===== src/design/rcc_pkg.sv =====
// Package for the receive clock check block: offsets, fields, reset values
package rcc_pkg;

  // Register byte addresses (word aligned)
  localparam logic [7:0] RCC_CHECK_CTRL_OFS  = 8'h88;
  localparam logic [7:0] RCC_DMA_EVT_OFS     = 8'h8c;
  localparam logic [7:0] RCC_STATUS_OFS      = 8'h80;
  localparam logic [7:0] RCC_INT_MASK_OFS    = 8'h90;

  // Clock check control field positions
  localparam int RCC_CNT_LSB   = 24;
  localparam int RCC_MAX_LSB   = 16;
  localparam int RCC_MIN_LSB   = 8;
  localparam int RCC_PS_LSB    = 0;

  // Status and mask layout
  localparam int RCC_FAIL_BIT  = 2;
  localparam logic [31:0] RCC_STATUS_MASK = 32'h0000_0004;

  // Reset values
  localparam logic [7:0] RCC_CNT_RST  = 8'h00;
  localparam logic [7:0] RCC_MAX_RST  = 8'h00;
  localparam logic [7:0] RCC_MIN_RST  = 8'h00;
  localparam logic [3:0] RCC_PS_RST   = 4'h0;
  localparam logic       RCC_DMA_RST  = 1'b0;

  // Measurement window and prescaler limits
  localparam logic [4:0] RCC_WINDOW_LAST = 5'h1f;
  localparam logic [3:0] RCC_PS_MAX      = 4'h8;

  // Bus answers
  localparam logic [31:0] RCC_UNMAPPED_RD = 32'h0000_0000;

endpackage : rcc_pkg


===== src/design/rcc_edge_detect.sv =====
// Rising edge detector for the sampled receive master clock
`timescale 1ns/1ps
module rcc_edge_detect (
  // Clock and reset
  input  wire logic sys_clk,
  input  wire logic sys_rst,
  // Sampled level and edge pulse
  input  wire logic level_in,
  output logic      rise_pulse
);
  import rcc_pkg::*;

  typedef struct packed {
    logic prev;
  } rcc_ed_state_t;

  rcc_ed_state_t st_reg;
  rcc_ed_state_t st_next;

  // Remember last level
  always_comb begin
    st_next      = st_reg;
    st_next.prev = level_in;
  end

  always_ff @(posedge sys_clk) begin
    if (sys_rst) begin
      st_reg <= '0;
    end else begin
      st_reg <= st_next;
    end
  end

  // One-cycle pulse on low to high
  assign rise_pulse = level_in & ~st_reg.prev;

endmodule : rcc_edge_detect


===== src/design/rcc_top.sv =====
// Receive clock failure checker with Avalon-MM register slave
// How it works
// - Prescaled system clocks are counted over every 32 master clock periods and the count is held as the result.
// - A count above the upper bound at window end sets the failure flag.
// - A count below the lower bound at window end sets the failure flag.
// - Both bounds are 8-bit and compared unsigned.
// - The prescaler divides by two to the code for codes 0 to 8; codes 9 to 15 are reserved.
// - Reserved bits read zero and ignore writes.
// - The DMA request enable bit means enabled at 0; 1 is reserved.
// - The failure flag sits at status bit 2, raises the interrupt when enabled, and clears on writing 1.
//
// The implementer's own choice: the Avalon-MM register port.
`timescale 1ns/1ps
module rcc_top (
  // Clock and reset
  input  wire logic        sys_clk,
  input  wire logic        sys_rst,
  // Avalon-MM slave
  input  wire logic [7:0]  avs_address,
  input  wire logic        avs_read,
  input  wire logic        avs_write,
  input  wire logic [31:0] avs_writedata,
  input  wire logic [3:0]  avs_byteenable,
  output logic [31:0]      avs_readdata,
  output logic             avs_waitrequest,
  // Receive high-frequency master clock, sampled
  input  wire logic        rx_high_freq_master_clock,
  // Interrupt and DMA enable
  output logic             receive_interrupt,
  output logic             rx_dma_request_enable
);
  import rcc_pkg::*;

  typedef struct packed {
    logic        sync1;
    logic        sync2;
    logic [4:0]  period_cnt;
    logic [7:0]  prescale_cnt;
    logic [7:0]  check_cnt;
    logic        check_ovf;
    logic [7:0]  measured_clock_count;
    logic [7:0]  count_upper_bound;
    logic [7:0]  count_lower_bound;
    logic [3:0]  check_prescaler_select;
    logic        rx_dma_bit;
    logic        rx_clock_failure_flag;
    logic        fail_int_enable;
    logic        ack;
    logic [31:0] rdata;
  } rcc_state_t;

  rcc_state_t st_reg;
  rcc_state_t st_next;

  logic       mclk_rise;
  logic       ps_tick;
  logic       window_end;
  logic       count_fail;
  logic [7:0] ps_limit;
  logic [8:0] cnt_inc;
  logic       wr_go;
  logic       rd_go;

  // Master clock edge from the second synchroniser stage
  rcc_edge_detect u_edge (
    .sys_clk    (sys_clk),
    .sys_rst    (sys_rst),
    .level_in   (st_reg.sync2),
    .rise_pulse (mclk_rise)
  );

  // Prescaler terminal value; reserved codes clamp to divide by 256
  // prescale divider
  always_comb begin
    if (st_reg.check_prescaler_select >= RCC_PS_MAX) begin
      ps_limit = 8'hff;
    end else begin
      ps_limit = 8'((9'h001 << st_reg.check_prescaler_select) - 9'h001);
    end
  end

  assign ps_tick    = (st_reg.prescale_cnt == ps_limit);
  assign window_end = mclk_rise && (st_reg.period_cnt == RCC_WINDOW_LAST);
  assign cnt_inc    = {1'b0, st_reg.check_cnt} + 9'h001;

  assign count_fail = st_reg.check_ovf
                    || (st_reg.check_cnt > st_reg.count_upper_bound)
                    || (st_reg.check_cnt < st_reg.count_lower_bound);

  // Single-cycle answer: waitrequest low on first request cycle
  assign wr_go = avs_write && !avs_read;
  assign rd_go = avs_read && !avs_write;

  // Next state
  always_comb begin
    st_next       = st_reg;
    st_next.sync1 = rx_high_freq_master_clock;
    st_next.sync2 = st_reg.sync1;

    // Prescaler always runs
    st_next.prescale_cnt = ps_tick ? 8'h00 : 8'(st_reg.prescale_cnt + 8'h01);

    if (ps_tick && !window_end) begin
      if (cnt_inc[8]) begin
        st_next.check_ovf = 1'b1;
      end else begin
        st_next.check_cnt = cnt_inc[7:0];
      end
    end
    if (mclk_rise) begin
      st_next.period_cnt = 5'(st_reg.period_cnt + 5'h01);
    end
    if (window_end) begin
      st_next.measured_clock_count = st_reg.check_ovf ? 8'hff : st_reg.check_cnt;
      st_next.check_cnt    = 8'h00;
      st_next.check_ovf    = 1'b0;
      st_next.prescale_cnt = 8'h00;
    end

    // Register writes, byte lanes honoured
    if (wr_go) begin
      case (avs_address)
        RCC_CHECK_CTRL_OFS: begin
          if (avs_byteenable[0]) begin
            st_next.check_prescaler_select = avs_writedata[RCC_PS_LSB +: 4];
          end
          if (avs_byteenable[1]) begin
            st_next.count_lower_bound = avs_writedata[RCC_MIN_LSB +: 8];
          end
          if (avs_byteenable[2]) begin
            st_next.count_upper_bound = avs_writedata[RCC_MAX_LSB +: 8];
          end
        end
        RCC_DMA_EVT_OFS: begin
          if (avs_byteenable[0]) begin
            st_next.rx_dma_bit = avs_writedata[0];
          end
        end
        RCC_STATUS_OFS: begin
          if (avs_byteenable[0] && avs_writedata[RCC_FAIL_BIT]) begin
            st_next.rx_clock_failure_flag = 1'b0;
          end
        end
        RCC_INT_MASK_OFS: begin
          if (avs_byteenable[0]) begin
            st_next.fail_int_enable = avs_writedata[RCC_FAIL_BIT];
          end
        end
        default: begin
          st_next.ack = st_reg.ack;
        end
      endcase
    end

    if (window_end && count_fail) begin
      st_next.rx_clock_failure_flag = 1'b1;
    end

    // Read data registered on the accepting edge
    st_next.ack = 1'b0;
    if (rd_go) begin
      case (avs_address)
        RCC_CHECK_CTRL_OFS: begin
          st_next.rdata = {st_reg.measured_clock_count, st_reg.count_upper_bound,
                           st_reg.count_lower_bound, 4'h0, st_reg.check_prescaler_select};
        end
        RCC_DMA_EVT_OFS: begin
          st_next.rdata = {31'h0, st_reg.rx_dma_bit};
        end
        RCC_STATUS_OFS: begin
          st_next.rdata = {29'h0, st_reg.rx_clock_failure_flag, 2'h0};
        end
        RCC_INT_MASK_OFS: begin
          st_next.rdata = {29'h0, st_reg.fail_int_enable, 2'h0};
        end
        default: begin
          st_next.rdata = RCC_UNMAPPED_RD;
        end
      endcase
    end
  end

  // State register
  always_ff @(posedge sys_clk) begin
    if (sys_rst) begin
      st_reg                        <= '0;
      st_reg.measured_clock_count   <= RCC_CNT_RST;
      st_reg.count_upper_bound      <= RCC_MAX_RST;
      st_reg.count_lower_bound      <= RCC_MIN_RST;
      st_reg.check_prescaler_select <= RCC_PS_RST;
      st_reg.rx_dma_bit             <= RCC_DMA_RST;
    end else begin
      st_reg <= st_next;
    end
  end

  // Bus outputs: no wait states, read data combinational during a read, else held in flip-flops from the previous read
  assign avs_waitrequest = 1'b0;
  assign avs_readdata    = rd_go ? read_mux(avs_address) : st_reg.rdata;

  // Combinational read view so data stands at the accepting edge
  function automatic logic [31:0] read_mux(input logic [7:0] addr);
    logic [31:0] v;
    v = RCC_UNMAPPED_RD;
    case (addr)
      RCC_CHECK_CTRL_OFS: v = {st_reg.measured_clock_count, st_reg.count_upper_bound,
                               st_reg.count_lower_bound, 4'h0, st_reg.check_prescaler_select};
      RCC_DMA_EVT_OFS:    v = {31'h0, st_reg.rx_dma_bit};
      RCC_STATUS_OFS:     v = {29'h0, st_reg.rx_clock_failure_flag, 2'h0};
      RCC_INT_MASK_OFS:   v = {29'h0, st_reg.fail_int_enable, 2'h0};
      default:            v = RCC_UNMAPPED_RD;
    endcase
    return v;
  endfunction : read_mux

  assign receive_interrupt = st_reg.rx_clock_failure_flag & st_reg.fail_int_enable;

  assign rx_dma_request_enable = ~st_reg.rx_dma_bit;

endmodule : rcc_top


===== config.mk =====
export PLATFORM = sky130hd
export DESIGN_NAME = rcc_top
export DESIGN_NICKNAME = d
export VERILOG_FILES = /design/src/design/rcc_pkg.sv /design/src/design/rcc_edge_detect.sv /design/src/design/rcc_top.sv
export SDC_FILE = /design/constraint.sdc
export NUM_CORES = 1
export LEC_CHECK = 0
export BUFFER_PORTS_ARGS = -buffer_cell sky130_fd_sc_hd__buf_4
export CAP_MARGIN = 20
export CORE_MARGIN = 3
export CORE_UTILIZATION = 31
export CTS_CLUSTER_DIAMETER = 150
export DETAILED_ROUTE_END_ITERATION = 12
export PLACE_DENSITY = 0.59
export SYNTH_ARGS = -nofsm -noshare
export SYNTH_HDL_FRONTEND = slang
export SYNTH_HIERARCHICAL = 1
export SYNTH_SLANG_ARGS = --single-unit

===== constraint.sdc =====
create_clock -name sys_clk -period 3.4 [get_ports sys_clk]
set_input_delay 0.51 -clock sys_clk [delete_from_list [all_inputs] [get_ports sys_clk]]
set_output_delay 0.51 -clock sys_clk [all_outputs]
set_load 0.005 [all_outputs]

==> results of run 1 <==
[per-layer routing]
metal / share of wire [%] / wire (um)
met1: 46 / 4462
met2: 47 / 4624
met3: 4.7 / 465
met4: 2.5 / 246
met5: 0 / 0
[power by group through the flow]
stage	Clock (mW)	Combinational (mW)	Sequential, mW
2_1_floorplan	0	0.0585	1.07
3_3_place_gp	0	0.102	1.07
3_5_place_dp	0	0.105	1.07
4_1_cts	1.08	0.106	1.05
5_1_grt	1.12	0.117	1.05
6_report	1.05	0.104	1.05
[Yosys cell counts, types with 3 or more instances]
cell type	n
xnor2_1	6
and2_1	7
clkbuf_1	22
buf_2	3
a22o_1	26
and3_1	5
o31ai_1	6
mux2i_1	6
a21o_1	5
o21ai_0	9
inv_1	18
or4_1	5
xor2_1	8
nand4_1	6
a21oi_1	38
nor4_1	3
nand2_1	40
nor3_1	19
nor2b_1	36
nand3_1	28
nand2b_1	3
buf_4	33
dfxtp_1	88
nor2_1	32
ha_1	20
[final timing paths]
check / startpoint / to / cells past startpoint
worst max-delay path: st_reg[36] / st_reg[69] / 8
worst min register to register: st_next[86] / st_reg[86] / 1
worst min-delay path: rx_high_freq_master_clock / st_next[86] / 2
worst max register to register: st_reg[36] / st_reg[69] / 8
[through the flow]
stage          instance area (um2)  cells  hold slack [ns]  utilization [%]  total power [mW]
4_1_cts                       5051    706           0.3867            37.69             2.234
3_5_place_dp                  4741    692           0.4361            35.38             1.175
2_1_floorplan                 4309    501           0.4138                -             1.124
3_3_place_gp                  4741    692           0.4356            35.38             1.172
6_report                      5056    706           0.3885            37.73             2.197
5_1_grt                       5056    706           0.4085            37.73             2.281
[cells by family after synthesis]
logic type	count (synthesis)
fa+ha+maj	20
compound gates	96
xor+xnor	14
mux	6
other cells	1
flops	88
buf+inv	80
simple gates	196
[layout make-up]
type                            count  area (um2)
Fill cell                        1384        8344
Inverter                           18       67.56
Timing Repair Buffer               77       578.1
Multi-Input combinational cell    333        2118
Tap cell                          176       220.2
Sequential cell                    88        1762
Clock buffer                       11       242.7
Clock inverter                      3       67.56
[worst max-delay path, cell delays in order, from the launching register on]
cell       delay [ns]
dfxtp_1          0.32
or4_4            0.55
ha_1             0.28
xnor2_1          0.16
a2111oi_0        0.53
o32ai_1          0.17
or3_4            0.44
or4_1            0.53
a21oi_1          0.15
[what timing repair did]
item	4_1_cts	5_1_grt
gates resized for setup	0	1
hold endpoints to repair	0	0
endpoints found under the setup margin	0	3
setup buffers	0	0
==> flow_summary.toml, run 1 <==
[timing]
setup_ws_ns = 0.2050
skew_ns = 0.009248
setup_tns_ns = 0
slew_viol_final = 0
finalCriticalPeriod_ns = 3.195
clock.fmax_mhz = 313.0
rsz0062_at_grt = "false"
setup_viol = 0
slew_headroom_pct = 27.97
worst_slew_pin_slew_ns = 1.069
report.final.hold_viol_count = 0
finalCritPeriodShare_pct = 93.97

[worst_setup_path]
start_kind = "register"
path_class = "reg2reg"
cp-end-kind = "register"
worstPathRequired_ns = 3.67
crit_arrival_ns = 3.47
rrSetupSlack_ns = 0.20
crit_fanout = 15

[yosys]
synth_nets = 570
synth_area_mm2 = 0.004309
synth-adder-area-share_pct = 5.807
syn-instance-count = 501
yosysTopAreaCellShare_pct = 40.88
synth_xor_xnor_area_share_pct = 2.846
synth.area.mux_share_pct = 1.394
yosys.area_share.simple_pct = 23.95
syn_avg_cell_area_um2 = 8.601
yosys_most_used_dff = "dfxtp_1"
async_reset_ff_share_pct = 0
synth_compound_area_share_pct = 14.90
seq_area_frac_synth_pct = 40.88
synth-edff-count = 0
ys_types = 45
synth_area_leaders = "dfxtp_1, ha_1, buf_4"
synth_seq_cells = 88
synth_top_cell_by_area = "dfxtp_1"
synth_top_family_by_area = "simple AND/OR/NAND/NOR gates"
ys_warn_count = 6

[routing]
routed_wirelength_um = 9798
ant_nets = 0
vias = 3491
vias_per_cell = 4.945
drtIter0Drc = 172
wl_per_cell_um = 13.88
drc = 0
dr.pass1.iters = 4

[placed_design]
pre_cts_ws_ns = 0.1109
dp_hpwl_um = 6917
place.gp.congestion = 0.8314
io_buffers = 69

[cells_and_area]
drive_above_1_share_pct = 18.11
layout_commonest_cell = "dfxtp_1"
n_antenna_cell = 0
largest_register_ffs = 86
synthToLayoutAreaGrowth_pct = 17.33
nets = 596
layout_common_cells = "dfxtp_1, buf_4, nand2_1, a21oi_1, nor2b_1"

[grt]
grt.total_usage_pct = 13.39
grt.busiest_layer = "met2"
grt_pass1_vias = 3412
grt_pass1_wl_um = 16170
grt_util_met1_pct = 16.92
antenna_found_initial = 0
grt_use_met3_pct = 3.724
grt_max_degree = 74
grt_overflow_total = 0
use_met2_pct = 21.56

[outcome]
status = "finished, final reports clean"

[power_and_ir_drop]
share_clk_of_total_power_pct = 47.6
internal-power_mw = 1.742
seqPwrFrac_pct = 47.6
combPwrFrac_pct = 4.7
switching_share_pct = 20.72
power.switching_uw = 455.4
ir_drop_mv = 0.2100
power_leakage_nw = 2.016
cellPowerDensity_mw_per_mm2 = 434.6

[worst_hold_path]
hp-class = "in2reg"

[clock_network]
cts_htree_levels = 3
cts_tree = "yes"
clock_latency_ns = 0.34
clkTransAtPathRegs_ns = 0.06
cts_root_buffer = "clkbuf_16"
cts.sinks = 88
numCtsBuffers = 9
cts_buffer_depth = 2
cts_hold_buf = 0

[floorplan]
start_util_pct = 32.16
num_rows = 42
core_mm2 = 0.01340
die_w_um = 123.9
die_area_mm2 = 0.01535
fp.dieH_um = 123.9
pin_count = 84

[flow_run]
maxCapViolCount = 0
No activity file was read; power rests on OpenSTA's default activity.
==> run 2: changes to the inputs <==
- PLACE_DENSITY: 0.59 -> 0.57
- clock period: 3.4 -> 3.8 ns (I/O delays scaled with it)
==> flow_summary.toml, run 2 (synthesis results as in run 1) <==
[placed_design]
place.gp.congestion = 0.8137
io_buffers = 69
dp_hpwl_um = 6544
dp.cells = 688
place_area_mm2 = 0.004723

[routing]
routed_wirelength_um = 9356
vias_per_cell = 4.857
drtIter0Drc = 136
wl_per_cell_um = 13.29
ant_nets = 0
drc = 0
vias = 3419
dr.pass1.iters = 4

[outcome]
status = "finished, final reports clean"

[timing]
report.final.hold_viol_count = 0
slew_viol_final = 0
hold_slack_ns = 0.4490
finalCriticalPeriod_ns = 3.384
worst_slew_pin_slew_ns = 1.038
setup_tns_ns = 0
setup_viol = 0
slew_headroom_pct = 30.10
rsz0062_at_grt = "false"
skew_ns = 0.007952
clock.fmax_mhz = 295.5
finalCritPeriodShare_pct = 89.04

[cells_and_area]
layout_commonest_cell = "dfxtp_1"
largest_register_ffs = 86
synthToLayoutAreaGrowth_pct = 16.35
nets = 592
drive_above_1_share_pct = 17.80
layout_common_cells = "dfxtp_1, buf_4, nand2_1, a21oi_1, nor2b_1"
stdcell_count = 704
fill_cells = 1377
fin_area_mm2 = 0.005014
n_antenna_cell = 0

[floorplan]
core_mm2 = 0.01340
fp.dieH_um = 123.9
num_rows = 42
pin_count = 84
start_util_pct = 32.16
die_w_um = 123.9
die_area_mm2 = 0.01535

[power_and_ir_drop]
power_leakage_nw = 1.984
finalPower_mw = 1.880
cellPowerDensity_mw_per_mm2 = 374.9
ir_drop_mv = 0.2014

[worst_setup_path]
crit_fanout = 15
start_kind = "register"
worstPathRequired_ns = 4.07
crit_arrival_ns = 3.66
cp-end-kind = "register"
path_class = "reg2reg"

[clock_network]
cts_buffer_depth = 2
clkTransAtPathRegs_ns = 0.07
post_cts_resized = 0
postCtsSetupBuffers = 0
cts.sinks = 88
numCtsBuffers = 9
cts_hold_buf = 0
cts_htree_levels = 3
clock_latency_ns = 0.34
cts_root_buffer = "clkbuf_16"
cts_tree = "yes"

[flow_run]
maxCapViolCount = 0

[grt]
grt_max_degree = 74
antenna_found_initial = 0
grt.total_usage_pct = 12.85
grt_pass1_vias = 3325
grt_overflow_total = 0
grt_pass1_wl_um = 15600

[worst_hold_path]
hp-class = "in2reg"
==> run 2: changes by cell type in the layout (fill, tap and decap cells not counted), sizes merged <==
cell / delta
clkinv: +1
buf: -4
inv: +2
clkinvlp: +2
clkbuf: -1
bufinv: -2
==> run 2: area by class of cell <==
type	instances	area (um2)	share of cell area, %
clock buffer	10	239.0	4.767
clock inverter	6	51.30	1.023
inverter	18	67.56	1.348
multi-input combinational	333	2113	42.15
sequential	88	1762	35.14
tap	176	220.2	4.392
timing repair buffer	73	560.5	11.18
==> run 2: final timing paths <==
path	start	endpoint	slack [ns]	cells after the start
max	st_reg[38]	st_reg[69]	0.42	8
max reg2reg	st_reg[38]	st_reg[69]	0.42	8
min reg2reg	st_next[86]	st_reg[86]	0.46	1
min	rx_high_freq_master_clock	st_next[86]	0.45	2
==> run 2: report_power, final <==
group / switching (mW) / internal (mW)
Clock: 0.383 / 0.469
Combinational: 0.0477 / 0.0442
Sequential: 0.00909 / 0.927
==> run 2: worst max-delay path: stages, from the launching register on <==
cell	delay (ns)
dfxtp_1	0.44
or4_4	0.54
ha_1	0.31
xnor2_1	0.12
or4_1	0.46
a21o_1	0.18
or3_1	0.55
or4_1	0.56
a21oi_1	0.15
==> run 2: metrics by stage <==
| stage | util (%) | worst slack [ns] |
|---|---|---|
| after floorplan | - | 0.6448 |
| after global placement | 35.25 | 0.4548 |
| after detailed placement | 35.25 | 0.4488 |
| after CTS | 37.41 | 0.4248 |
| after global routing | 37.41 | 0.1374 |
| final | 37.41 | 0.4164 |
==> run 2: metal layers <==
| layer | routed length, um | global-route usage (%) |
|---|---|---|
| met3 | 371 | 3.088 |
| met1 | 4631 | 17.38 |
| met2 | 4201 | 19.84 |
| met5 | 0 | 0 |
| met4 | 152 | 4.928 |
==> run 3: changes to the inputs <==
- CTS_CLUSTER_SIZE: unset -> 10
- clock period: 3.8 -> 4.3 ns (I/O delays scaled with it)
==> flow_summary.toml, run 3 (synthesis results as in run 1) <==
[worst_setup_path]
worstPathRequired_ns = 4.56
cp_top_family = "simple AND/OR/NAND/NOR gates"
path_buf_inv = 0
crit_arrival_ns = 3.69
path_cells = "or4_4 -> ha_1 -> xnor2_1 -> a2111oi_0 -> o32ai_1 -> or3_1 -> or4_1 -> a21oi_1"
crit_fanout = 15
start_kind = "register"
slowest_delay_ns = 0.56
slowest_stage = "or4_1"
path_class = "reg2reg"
cp-end-kind = "register"

[cells_and_area]
layout_common_cells = "dfxtp_1, buf_4, nand2_1, a21oi_1, nor2b_1"
post-route-util_pct = 37.27
drive_above_1_share_pct = 17.30
layout_commonest_cell = "dfxtp_1"
fill_cells = 1397
nets = 592
synthToLayoutAreaGrowth_pct = 15.91
seq_area_mm2 = 0.001762
stdcell_count = 702
largest_register_ffs = 86
multi_input_area_mm2 = 0.002113
n_antenna_cell = 0

[timing]
slew_headroom_pct = 49.49
finalCritPeriodShare_pct = 79.68
skew_ns = 0.006595
rsz0062_at_grt = "false"
report.final.hold_viol_count = 0
clock.fmax_mhz = 291.9
worst_slew_pin_slew_ns = 0.7577
setup_viol = 0
setup_tns_ns = 0
slew_viol_final = 0
finalCriticalPeriod_ns = 3.426

[grt]
grt_overflow_total = 0
grt.total_usage_pct = 13.22
grt_pass1_vias = 3335
grt_pass1_wl_um = 15980
grt_max_degree = 74
antenna_found_initial = 0

[clock_network]
numCtsBuffers = 9
clock_latency_ns = 0.34
cts_htree_levels = 3
cts_hold_buf = 0
post_cts_resized = 0
cts.sinks = 88
postCtsSetupBuffers = 0
clkTransAtPathRegs_ns = 0.06
cts_buffer_depth = 2
cts_tree = "yes"
cts_root_buffer = "clkbuf_16"

[power_and_ir_drop]
seqPwrFrac_pct = 49.5
cellPowerDensity_mw_per_mm2 = 334.8
ir_drop_mv = 0.1513
combPwrFrac_pct = 4.8
power_leakage_nw = 1.990
internal-power_mw = 1.318
power.switching_uw = 354.1
finalPower_mw = 1.672
switching_share_pct = 21.17
share_clk_of_total_power_pct = 45.7

[routing]
wl_per_cell_um = 13.87
dr.pass1.iters = 4
drtIter0Drc = 135
vias = 3395
drc = 0
vias_per_cell = 4.836
routed_wirelength_um = 9737
ant_nets = 0

[placed_design]
dp.cells = 687
io_buffers = 69
place.gp.congestion = 0.7746
dp_hpwl_um = 6849

[floorplan]
pin_count = 84
core_mm2 = 0.01340
die_w_um = 123.9
start_util_pct = 32.16
die_area_mm2 = 0.01535
fp.dieH_um = 123.9
num_rows = 42

[flow_run]
maxCapViolCount = 0

[worst_hold_path]
hp-class = "reg2reg"

[outcome]
status = "finished, final reports clean"
## run 3: cell types whose count changed in the layout (fill, tap and decap cells not counted), sizes merged
cell / before / now
clkinv: 1 / 2
inv: 20 / 18
clkbuf: 10 / 11
bufinv: 0 / 1
clkinvlp: 3 / 0
## run 3: layout make-up
class | count | area share, %
Clock buffer | 11 | 4.860
Clock inverter | 3 | 0.8768
Inverter | 18 | 1.353
Multi-Input combinational cell | 333 | 42.31
Sequential cell | 88 | 35.27
Tap cell | 176 | 4.409
Timing Repair Buffer | 73 | 10.92
## run 3: power groups by stage
stage | Combinational (mW) | Sequential (mW) | Clock (mW)
floorplan | 0.0462 | 0.842 | 0
global placement | 0.0803 | 0.846 | 0
detailed placement | 0.0822 | 0.846 | 0
CTS | 0.0826 | 0.828 | 0.789
global route | 0.0902 | 0.828 | 0.825
finish | 0.0810 | 0.828 | 0.764
## run 3: worst paths after layout
kind               start    endpoint  slack, ns  depth (start not counted)
max           st_reg[38]  st_reg[69]       0.87                          8
min reg2reg  st_next[86]  st_reg[86]       0.45                          1
min          st_next[86]  st_reg[86]       0.45                          1
max reg2reg   st_reg[38]  st_reg[69]       0.87                          8
## run 3: routing by layer
layer	part of all wire [%]	vias to the layer above	track usage (%)
met4	1.5	0	5.133
met1	46	1570	17.18
met3	4.9	9	3.179
met2	47	70	21.22
met5	0	-	0
li1	-	1746	-
## run 3: stage by stage
step	hold WS, ns	setup WS (ns)	instance area, um2
finish	0.4513	0.8739	4995
CTS	0.4558	0.8585	4990
global route	0.4731	0.6069	4995
detailed placement	0.4337	0.8732	4703
global placement	0.4416	0.9722	4703
floorplan	0.4138	1.145	4309
